### src/verilog/nvh_pkg.sv
// Package for the nonvolatile RAM host controller
package nvh_pkg;

  localparam int ADDR_W = 17;
  localparam int DATA_W = 8;

  // Register offsets of the controller's own register port
  localparam logic [3:0] REG_CTRL   = 4'h0;
  localparam logic [3:0] REG_ADDR   = 4'h1;
  localparam logic [3:0] REG_WDATA  = 4'h2;
  localparam logic [3:0] REG_RDATA  = 4'h3;
  localparam logic [3:0] REG_STATUS = 4'h4;
  localparam logic [3:0] REG_IRQ    = 4'h5;
  localparam logic [3:0] REG_MASK   = 4'h6;
  // The write port is eight bits wide, so the top address bit is written at an index of its own
  localparam logic [3:0] REG_ADDR_HI  = 4'h7;
  localparam logic [3:0] REG_ADDR_TOP = 4'h8;

  // Control bits
  localparam int CTRL_GO    = 0;
  localparam int CTRL_WRITE = 1;
  localparam int CTRL_SAVE  = 2;
  localparam int CTRL_IPOL  = 3;

  // Interrupt bits
  localparam int IRQ_DONE   = 0;
  localparam int IRQ_SAVED  = 1;
  localparam int IRQ_DEV    = 2;
  localparam int IRQ_W      = 3;

  // Bus timing, 45 ns cycle at 10 ns clock
  localparam int CLK_NS      = 10;
  localparam int CYCLE_NS    = 45;
  localparam int CYCLE_CLKS  = (CYCLE_NS + CLK_NS - 1) / CLK_NS;
  localparam int SAVE_PULSE_NS   = 30;
  localparam int SAVE_PULSE_CLKS = (SAVE_PULSE_NS + CLK_NS - 1) / CLK_NS;

  typedef struct packed {
    logic                  sel_n;
    logic                  wr_n;
    logic                  oe_n;
    logic [ADDR_W-1:0]     addr;
  } nvh_bus_t;

endpackage : nvh_pkg
### src/verilog/nvh_host.sv
// Host controller driving the nonvolatile RAM parallel port
`timescale 1ns/1ns

//Function
// - Bytes move on one 8-bit two-way bus
// - Chip select driven low for every access
// - Write strobe low latches byte at select
// - Pulling busy pin low starts a save
module nvh_host (
  input  wire logic                       clk_i,
  input  wire logic                       rstn_i,
  input  wire logic [3:0]                 reg_addr_i,
  input  wire logic [7:0]                 reg_wdata_i,
  input  wire logic                       reg_wr_i,
  input  wire logic                       reg_rd_i,
  output logic      [31:0]                reg_rdata_o,
  output logic                            irq_o,
  output logic      [nvh_pkg::ADDR_W-1:0] mem_addr_o,
  output logic                            mem_sel_n_o,
  output logic                            mem_wr_n_o,
  output logic                            mem_oe_n_o,
  input  wire logic [nvh_pkg::DATA_W-1:0] mem_dq_i,
  output logic      [nvh_pkg::DATA_W-1:0] mem_dq_o,
  output logic                            mem_dq_oe_o,
  input  wire logic                       hw_save_busy_n_i,
  output logic                            hw_save_busy_n_o,
  output logic                            hw_save_busy_n_oe_o,
  input  wire logic                       dev_int_i
);

  typedef enum logic [2:0] {S_IDLE, S_ACC, S_HOLD, S_SAVE, S_WAIT} nvh_state_t;

  nvh_state_t                 state, next_state;
  logic [3:0]                 cnt, next_cnt;
  nvh_pkg::nvh_bus_t          bus, next_bus;
  logic [7:0]                 dq_out, next_dq_out;
  logic                       dq_oe, next_dq_oe;
  logic                       save_oe, next_save_oe;
  logic [7:0]                 rdata, next_rdata;
  logic [nvh_pkg::ADDR_W-1:0] addr_r, next_addr_r;
  logic [7:0]                 wdata, next_wdata;
  logic                       is_write, next_is_write;
  logic                       ipol, next_ipol;
  logic [nvh_pkg::IRQ_W-1:0]  irq_st, next_irq_st;
  logic [nvh_pkg::IRQ_W-1:0]  mask, next_mask;
  logic [31:0]                rd_out, next_rd_out;
  logic                       irq, next_irq;
  logic [1:0]                 busy_sy, int_sy;
  logic [nvh_pkg::IRQ_W-1:0]  ev;

  // Pin inputs pass two flops; only the second stage is read
  logic [7:0] dq_s1, dq_s2;
  always_ff @(posedge clk_i or negedge rstn_i) begin
    if (!rstn_i) begin
      busy_sy <= 2'h3;
      int_sy  <= 2'h0;
      dq_s1   <= 8'h00;
      dq_s2   <= 8'h00;
    end else begin
      busy_sy <= {busy_sy[0], hw_save_busy_n_i};
      int_sy  <= {int_sy[0], dev_int_i};
      dq_s1   <= mem_dq_i;
      dq_s2   <= dq_s1;
    end
  end

  wire busy_low = !busy_sy[1];
  wire dev_int  = int_sy[1] ^ ipol;

  always_comb begin
    next_state    = state;
    next_cnt      = cnt;
    next_bus      = bus;
    next_dq_out   = dq_out;
    next_dq_oe    = dq_oe;
    next_save_oe  = save_oe;
    next_rdata    = rdata;
    next_addr_r   = addr_r;
    next_wdata    = wdata;
    next_is_write = is_write;
    next_ipol     = ipol;
    next_mask     = mask;
    ev            = '0;
    if (reg_wr_i) begin
      unique case (reg_addr_i)
        nvh_pkg::REG_ADDR:  next_addr_r[7:0] = reg_wdata_i;
        nvh_pkg::REG_WDATA: next_wdata = reg_wdata_i;
        nvh_pkg::REG_MASK:  next_mask = reg_wdata_i[nvh_pkg::IRQ_W-1:0];
        nvh_pkg::REG_ADDR_HI:  next_addr_r[15:8] = reg_wdata_i;
        nvh_pkg::REG_ADDR_TOP: next_addr_r[nvh_pkg::ADDR_W-1] = reg_wdata_i[0];
        default: ;
      endcase
      if (reg_addr_i == nvh_pkg::REG_CTRL) begin
        next_ipol = reg_wdata_i[nvh_pkg::CTRL_IPOL];
      end
    end
    unique case (state)
      S_IDLE: begin
        // Commands are dropped while busy so no access overlaps a save
        if (reg_wr_i && reg_addr_i == nvh_pkg::REG_CTRL && !busy_low) begin
          if (reg_wdata_i[nvh_pkg::CTRL_SAVE]) begin
            next_save_oe = 1'b1;
            next_cnt     = 4'(nvh_pkg::SAVE_PULSE_CLKS);
            next_state   = S_SAVE;
          end else if (reg_wdata_i[nvh_pkg::CTRL_GO]) begin
            next_is_write  = reg_wdata_i[nvh_pkg::CTRL_WRITE];
            next_bus.addr  = next_addr_r;
            next_bus.sel_n = 1'b1;
            next_bus.wr_n  = 1'b1;
            next_bus.oe_n  = 1'b1;
            next_cnt       = 4'h1;
            next_state     = S_ACC;
          end
        end
      end
      S_ACC: begin
        // Address is set up a cycle before select falls
        next_bus.sel_n = 1'b0;
        if (is_write) begin
          next_bus.wr_n = 1'b0;
          next_dq_out   = wdata;
          next_dq_oe    = 1'b1;
        end else begin
          next_bus.oe_n = 1'b0;
        end
        next_cnt   = 4'(nvh_pkg::CYCLE_CLKS);
        next_state = S_HOLD;
      end
      S_HOLD: begin
        next_cnt = cnt - 4'h1;
        if (cnt == 4'h1) begin
          // No cycles are added for the two pin stages; dq_s2 holds the pins sampled two cycles before select rises
          if (!is_write) next_rdata = dq_s2;
          next_bus.sel_n = 1'b1;
          next_bus.wr_n  = 1'b1;
          next_bus.oe_n  = 1'b1;
          next_dq_oe     = 1'b0;
          ev[nvh_pkg::IRQ_DONE] = 1'b1;
          next_state     = S_IDLE;
        end
      end
      S_SAVE: begin
        next_cnt = cnt - 4'h1;
        if (cnt == 4'h1) begin
          next_save_oe = 1'b0;
          next_state   = S_WAIT;
        end
      end
      S_WAIT: begin
        // Wait out the device store, which also covers its own stores
        if (!busy_low) begin
          ev[nvh_pkg::IRQ_SAVED] = 1'b1;
          next_state = S_IDLE;
        end
      end
      default: next_state = S_IDLE;
    endcase
    ev[nvh_pkg::IRQ_DEV] = dev_int;

    next_irq_st = irq_st;
    if (reg_wr_i && reg_addr_i == nvh_pkg::REG_IRQ) begin
      next_irq_st = irq_st & ~reg_wdata_i[nvh_pkg::IRQ_W-1:0];
    end
    next_irq_st = next_irq_st | ev;
    next_irq    = |(next_irq_st & next_mask);

    next_rd_out = 32'h0;
    if (reg_rd_i) begin
      unique case (reg_addr_i)
        nvh_pkg::REG_CTRL:   next_rd_out = {28'h0, ipol, 3'h0};
        nvh_pkg::REG_ADDR:   next_rd_out = {24'h0, addr_r[7:0]};
        nvh_pkg::REG_WDATA:  next_rd_out = {24'h0, wdata};
        nvh_pkg::REG_RDATA:  next_rd_out = {24'h0, rdata};
        nvh_pkg::REG_STATUS: next_rd_out = {29'h0, busy_low, state == S_IDLE, state != S_IDLE};
        nvh_pkg::REG_IRQ:    next_rd_out = {29'h0, irq_st};
        nvh_pkg::REG_MASK:   next_rd_out = {29'h0, mask};
        nvh_pkg::REG_ADDR_HI: next_rd_out = {23'h0, addr_r[nvh_pkg::ADDR_W-1:8]};
        default:             next_rd_out = 32'h0;
      endcase
    end
  end

  always_ff @(posedge clk_i or negedge rstn_i) begin
    if (!rstn_i) begin
      state    <= S_IDLE;
      cnt      <= 4'h0;
      bus      <= '{sel_n: 1'b1, wr_n: 1'b1, oe_n: 1'b1, addr: '0};
      dq_out   <= 8'h00;
      dq_oe    <= 1'b0;
      save_oe  <= 1'b0;
      rdata    <= 8'h00;
      addr_r   <= '0;
      wdata    <= 8'h00;
      is_write <= 1'b0;
      ipol     <= 1'b0;
      irq_st   <= '0;
      mask     <= '0;
      rd_out   <= 32'h0;
      irq      <= 1'b0;
    end else begin
      state    <= next_state;
      cnt      <= next_cnt;
      bus      <= next_bus;
      dq_out   <= next_dq_out;
      dq_oe    <= next_dq_oe;
      save_oe  <= next_save_oe;
      rdata    <= next_rdata;
      addr_r   <= next_addr_r;
      wdata    <= next_wdata;
      is_write <= next_is_write;
      ipol     <= next_ipol;
      irq_st   <= next_irq_st;
      mask     <= next_mask;
      rd_out   <= next_rd_out;
      irq      <= next_irq;
    end
  end

  assign reg_rdata_o         = rd_out;
  assign irq_o               = irq;
  assign mem_addr_o          = bus.addr;
  assign mem_sel_n_o         = bus.sel_n;
  assign mem_wr_n_o          = bus.wr_n;
  assign mem_oe_n_o          = bus.oe_n;
  assign mem_dq_o            = dq_out;
  assign mem_dq_oe_o         = dq_oe;
  assign hw_save_busy_n_o    = 1'b0;
  assign hw_save_busy_n_oe_o = save_oe;

endmodule : nvh_host

### config.mk
export PLATFORM = sky130hd
export DESIGN_NAME = nvh_host
export DESIGN_NICKNAME = d
export VERILOG_FILES = /design/src/verilog/nvh_pkg.sv /design/src/verilog/nvh_host.sv
export SDC_FILE = /design/constraint.sdc
export NUM_CORES = 1
export LEC_CHECK = 0
export ABC_AREA = 1
export BUFFER_PORTS_ARGS = -buffer_cell sky130_fd_sc_hd__buf_2
export CORE_ASPECT_RATIO = 1.2
export CORE_MARGIN = 2
export CORE_UTILIZATION = 55
export CTS_CLUSTER_SIZE = 28
export DETAILED_ROUTE_END_ITERATION = 6
export GPL_TIMING_DRIVEN = 0
export PLACE_DENSITY = 0.79
export RECOVER_POWER = 50
export SETUP_SLACK_MARGIN = 0.1
export SLEW_MARGIN = 25
export SYNTH_ARGS = -nofsm -noshare
export SYNTH_HDL_FRONTEND = slang
export SYNTH_SLANG_ARGS = --single-unit
### constraint.sdc
create_clock -name clk_i -period 1.8 [get_ports clk_i]
set_input_delay 0.36 -clock clk_i [delete_from_list [all_inputs] [get_ports clk_i]]
set_output_delay 0.36 -clock clk_i [all_outputs]
set_load 0.005 [all_outputs]
Yosys cells after proc, flatten, opt, wreduce, memory -nomap -nowiden
Index checks and enable logic that the tools add are counted.
{ "totals": {"ff_bits": 131, "word_cells": 115, "inputBits": 26, "out_inout_bits": 64} }
{ "classes": {"eq_ne": 23, "reduce_logical": 25, "muxes": 37, "bitwise_logic": 7, "n_addsub": 1} }
{ "ops": {"columns": ["op", "count"], "rows": [
  ["one-hot mux 9 bit (8 select lines)", 1],
  ["2-to-1 mux 20 bit", 3],
  ["2-to-1 mux 3 bit", 10],
  ["inequality test 2 bit, second input constant", 9],
  ["2-to-1 mux 17 bit", 1],
  ["== test 4 x 3 -> 1 bit, second input constant", 4],
  ["2-to-1 mux 8 bit", 2],
  ["one-hot mux 3 bit (5 select lines)", 1],
  ["2-to-1 mux 4 bit", 3],
  ["one-hot mux 4 bit (3 select lines)", 1],
  ["AND reduction 6 bit", 2],
  ["2-to-1 mux 1 bit", 11],
  ["AND reduction 5 bit", 2],
  ["2-to-1 mux 9 bit", 1],
  ["one-hot mux 3 bit (3 select lines)", 1],
  ["AND reduction 3 bit", 3],
  ["nonzero test 3 bit", 3],
  ["== test 4 x 1 -> 1 bit, second input constant", 2],
  ["== test 4 x 2 -> 1 bit, second input constant", 2],
  ["AND reduction 4 bit", 2],
  ["AND 3 bit", 2],
  ["== test 3 x 2 -> 1 bit, second input constant", 2],
  ["AND reduction 2 bit", 3],
  ["== test 4 bit, second input constant", 1],
  ["other kinds (16)", 21]
]} }

Longest topological paths before layout
{ "depth": {"ltp_word": 7, "mapped_depth": 9, "ltp_nobuf": 9} }

Least setup slack after synthesis
OpenSTA, ideal clock, no wires.
{ "synth_path": {"path_kind": "reg2reg", "start": "register state[2]", "end": "register bus (netlist bit mem_addr_o[8])", "stages_incl_launch_ff": 9, "arrival_ns": 1.296, "setup_ns": 0.116, "synth_period_minus_slack_ns": 1.413, "n_path_buf": 2, "slack_ns": 0.387, "required_time_ns": 1.684, "path_cell_list": "dfrtp_1 > nor2_2 > nand2_1 > inv_2 > nand3_1 > buf_4 > buf_6 > nand2_1 > nand2_1"} }
{ "synth_via": {"elab_chain_len": 2} }
{ "synth_lines": {"columns": ["element", "line", "text"], "rows": [
  ["start: declaration", "nvh_host.sv:33", "nvh_state_t state, next_state;"],
  ["start signal: assignment", "nvh_host.sv:201", "state <= next_state;"],
  ["zero test 3 bit", "nvh_host.sv:97", "unique case (state)"],
  ["AND reduction 4 bit (no source line)", null, null],
  ["end signal: assignment", "nvh_host.sv:187", "bus <= '{sel_n: 1'b1, wr_n: 1'b1, oe_n: 1'b1, addr: '0};"],
  ["end signal: assignment", "nvh_host.sv:203", "bus <= next_bus;"],
  ["end: declaration", "nvh_host.sv:35", "nvh_pkg::nvh_bus_t bus, next_bus;"]
]} }
No other way between the ends.
A chain may end at the register's enable or synchronous reset.

Worst setup path in the final report
{ "layout_path": {"start": "input port reg_addr_i[1]", "end": "register bus (netlist bit mem_addr_o[11])"} }
{ "layout_via": {"elab_cells_between_ends": 7, "classes_between": "eq/ne: 1; mux: 2; reduce/logical: 4"} }
{ "layout_rtl": {"columns": ["element", "line", "text"], "rows": [
  ["start: declaration", "nvh_host.sv:12", "input wire logic [3:0] reg_addr_i,"],
  ["== test 4 x 3 -> 1 bit", "nvh_host.sv:85", "unique case (reg_addr_i)"],
  ["2-to-1 mux 8 bit", "nvh_host.sv:85", null],
  ["2-to-1 mux 17 bit", "nvh_host.sv:84", "if (reg_wr_i) begin"],
  ["net next_addr_r (one bit)", "nvh_host.sv:40", "logic [nvh_pkg::ADDR_W-1:0] addr_r, next_addr_r;"]
]} }
The timed path passes the listed nets, and every way through them passes these cells.

==> run summary <==
The peak supply drop is 0.620 mV. Fill cells in the final layout number 726. The boundary pin count came out at 90. The share of the Yosys chip area taken by registers is 0.575. The total clock buffers created by CTS came out at 9. Counting flops with a built-in enable in the synthesized netlist gives 0. Summed over all instances, the cell type with the most area after synthesis is sky130_fd_sc_hd__dfrtp_1. The pin slew with the least headroom to its limit came out at between 700 and 800 ps. The max-slew violation count came to 0. The main combinational cell family by area after synthesis is simple AND/OR/NAND/NOR gates.

Counting flops with an async set or reset pin after synthesis yields a share of 1.00. Of the total synthesized cell area, the portion taken by AND, OR, NAND and NOR gates is 0.247. The CTS tree is yes. By instance count, the cell type seen most on the critical path is sky130_fd_sc_hd__nand2_1. Among all flip-flop cells after synthesis, the most frequent one is sky130_fd_sc_hd__dfrtp_1. The synthesized design contains 108 register bits.

STA classifies the critical path endpoint as a flip-flop. The critical path in this run is classified as in -> reg. The flow ran to the end, and the final reports show no timing, DRC or antenna violations. Setup repair after global routing could not meet its margin everywhere. The register clock-pin slew on the reported worst setup and hold paths is around 110 ps. The count of TritonRoute iterations in the first routing pass is 4. The number of antenna violations at the first check in global routing is 0. The worst-case clock skew came out at about 12 ps. The final standard cell area without fillers came out at 5550 um^2. The initial utilization of the core area, before any placement, comes to 0.559. The family with the most delay on the worst path is simple AND/OR/NAND/NOR gates. The count of endpoints failing hold in the final timing report was 0.

The multi-input gate area in the final layout is 1630 um^2. The combined buffer and inverter count along the critical path came out at 2. CTS built an H-tree with a depth of 3. The wire-length estimate of the detail-placed layout is 7590 um. For the worst setup path, the data arrival time is 1930 ps. The height of the die is 105 um. Of the total synthesized cell area, the portion taken by XOR and XNOR cells is 0.00372. Summing every instance area after synthesis gives 4710 um^2. The largest buffer count on any clock path came out at 2.

The setup violation total in the final timing report is 0. The average detailed-routed wire length per instance is 13.6 um. The critical-path cell with the highest stage delay is sky130_fd_sc_hd__clkbuf_1. The placeable core region is around 8400 um^2.

The tree built by TritonCTS fans out to 108 sinks. The via count of the first global-routing pass is 3684. The die covers around 9300 um^2. The number of antenna repair diodes came out at 0. In the final layout, the share of cells above drive strength 1 is 0.219. The area fraction in compound gates after synthesis was 0.0757. For this run, the slowest stage of the critical path takes 300 ps.

The final weighted congestion of routability-driven global placement came out at 0.930. The layout overhead on the synthesized area came out at 17.9%. After synthesis, the cell types taking the most area are sky130_fd_sc_hd__dfrtp_1 (55%), sky130_fd_sc_hd__nand2_1 (15%), sky130_fd_sc_hd__buf_4 (4.1%). The number of vias after detailed routing came out at 3692. The synthesized-area fraction occupied by adder cells is 0.00531.

sky130_fd_sc_hd__nand2_1 is the most common cell in the netlist. The remaining antenna violation count after routing came out at 0. The routed design could run at a clock period as short as approximately 1600 ps. The total grt overflow is 0. The number of vias per cell after detailed routing came out at 4.85. The global routing usage summed across all routing layers is 0.244. The signal on the critical path passes through clkbuf_1 -> nand2_1 -> nor2_8 -> nand2_1 -> clkbuf_1 -> nand2_1 -> o21ai_1 -> nand2_1 -> nand2_1. For this design the static power due to leakage is 3.09 nW. Power spread over the standard cell area amounts to ~1200 nW/um^2. The multiplexer share of the synthesized area came out at 0.

From left edge to right edge, the die measures approximately 90 um. Entering global routing, the biggest net connects 56 pins. In this run the tightest slew margin relative to its limit is 0.506. The number of distinct standard cells referenced by the synthesized netlist came out at 31. The number of core rows is 37. The final layout net count came out at 667.

Wires add up to 10300 um. The required time of the critical path is 2090 ps. The synthesized netlist cell count came out at 533. The max capacitance violation total came out at 0.

Of the post-synthesis cell area, the dominant cell type holds 0.547. The later-pin clock latency in the skew report came out at 380 ps. The min-delay analysis places its worst path in the category in -> reg. The type of origin of the critical path is an input port. The number of warning messages in the yosys log is 0. In the routed design, unresolved DRC markers number 0. The highest attainable clock frequency is 0.609 GHz. The post-place instance area came out at 5300 um^2. The wire length of the first global-routing pass is 17400 um.

The final cycle utilization of the critical path is 0.912. In the synthesized netlist, the cells that appear most often are sky130_fd_sc_hd__nand2_1 (182), sky130_fd_sc_hd__dfrtp_1 (103), sky130_fd_sc_hd__inv_1 (44). In this run the worst path has a maximum fanout of 10.

In this run, the number of DRC markers left after iteration 0 of detailed routing was 298. The total of buffers placed on input and output ports is 65. Registers take 2710 um^2. The post-route core utilization is 0.659.

The average instance area after synthesis is 8.84 um^2. Clock tree synthesis selected as its root buffer the cell sky130_fd_sc_hd__clkbuf_8.
-- routing by layer --
layer | routed length, um | track usage | vias up
met5 | 0 | 0 | -
met4 | 211 | 0.102 | 0
li1 | - | - | 1841
met1 | 4630 | 0.339 | 1748
met2 | 5100 | 0.383 | 89
met3 | 376 | 0.0360 | 14
-- flip-flops by register name, summed over array words and instances (netlist names), 3 cells and up --
signal       cells
addr_r          17
mem_addr_o      17
reg_rdata_o      9
dq_s1            8
dq_s2            8
mem_dq_o         8
rdata            8
wdata            8
cnt              4
irq_st           3
mask             3
state            3
-- power breakdown --
part           internal, mW  total (mW)  leakage, nW  switching, mW
registers              2.90        3.18         1.37          0.281
clock network         0.809        1.67        0.118          0.861
logic                 0.648        1.67         1.60           1.02
total                  4.36        6.52         3.09           2.17
-- path summary, 6_finish.rpt --
path                             startpoint        endpoint  slack [ps]  cells after the start
setup / recovery              reg_addr_i[1]  mem_addr_o[11]         160                      9
hold / removal             hw_save_busy_n_i      busy_sy[0]          70                      1
max in group asynchronous            rstn_i      busy_sy[0]         420                      3
hold reg to reg                    dq_s1[0]        dq_s2[0]         360                      0
setup reg to reg                   state[0]        rdata[7]         210                      8
min in group asynchronous            rstn_i        dq_s2[2]         610                      2
-- worst reg2reg max path: stages (launching register included) --
cell	delay, ps
sky130_fd_sc_hd__dfrtp_1	450
sky130_fd_sc_hd__inv_2	130
sky130_fd_sc_hd__nand2_1	80
sky130_fd_sc_hd__nor2_2	150
sky130_fd_sc_hd__nand3_2	170
sky130_fd_sc_hd__nor2_4	180
sky130_fd_sc_hd__buf_2	220
sky130_fd_sc_hd__nand2_1	70
sky130_fd_sc_hd__o21ai_1	80
-- logic make-up (layout without fill, tap and decap cells) --
logic type | count (synthesis) | count (layout)
AND/OR/NAND/NOR | 271 | 271
flip-flops | 108 | 108
buffers and inverters | 85 | 173
AO/OA/AOI/OAI | 64 | 64
adder cells (fa/ha/maj) | 2 | 2
XOR/XNOR | 2 | 2
other | 1 | 24
-- metrics by stage --
step / std cells / setup slack [ps] / hold slack, ps / power (mW) / TNS [ps]
6_report: 761 / 158 / 69.8 / 6.52 / 0
5_1_grt: 761 / 44.9 / 61.4 / 6.98 / 0
4_1_cts: 756 / 155 / 58.3 / 6.51 / 0
3_5_place_dp: 739 / 39.6 / 339 / 4.83 / 0
3_3_place_gp: 738 / -702 / 334 / 4.75 / -72690
2_1_floorplan: 556 / 387 / 64.4 / 4.27 / 0
-- placed cells by master, fill, tap and decap left out, types with 5 or more instances in the layout --
| master | Yosys | layout |
|---|---|---|
| sky130_fd_sc_hd__nand2_1 | 182 | 184 |
| sky130_fd_sc_hd__dfrtp_1 | 103 | 102 |
| sky130_fd_sc_hd__buf_2 | 4 | 64 |
| sky130_fd_sc_hd__inv_1 | 44 | 44 |
| sky130_fd_sc_hd__nor2_1 | 33 | 36 |
| sky130_fd_sc_hd__buf_4 | 26 | 31 |
| sky130_fd_sc_hd__nand3_1 | 28 | 28 |
| sky130_fd_sc_hd__o21ai_0 | 17 | 25 |
| sky130_fd_sc_hd__conb_1 | 1 | 24 |
| sky130_fd_sc_hd__o21ai_1 | 28 | 20 |
| sky130_fd_sc_hd__nand4_1 | 10 | 10 |
| sky130_fd_sc_hd__clkbuf_8 | 0 | 9 |
| sky130_fd_sc_hd__o21a_1 | 8 | 8 |
| sky130_fd_sc_hd__a21oi_1 | 6 | 6 |
| sky130_fd_sc_hd__inv_2 | 5 | 5 |
| sky130_fd_sc_hd__clkbuf_1 | 2 | 5 |
| sky130_fd_sc_hd__dfstp_2 | 5 | 5 |
-- final cells by class --
type,instances,share of cell area
plain buffers,34,0.0430
clock buffers,9,0.0223
clock inverters,7,0.0198
inverters,51,0.0345
multi-input cells,363,0.294
flip-flops and latches,108,0.488
well taps,117,0.0264
repair buffers,72,0.0719
-- repair_timing --
item                       CTS  global route
setup buffers                0             5
hold endpoints to repair    54             0
setup endpoints to repair   19            27
pin swaps                    0             2
gates resized for setup      3             4
hold buffers                 1             0
No activity file was read; power rests on OpenSTA's default activity.
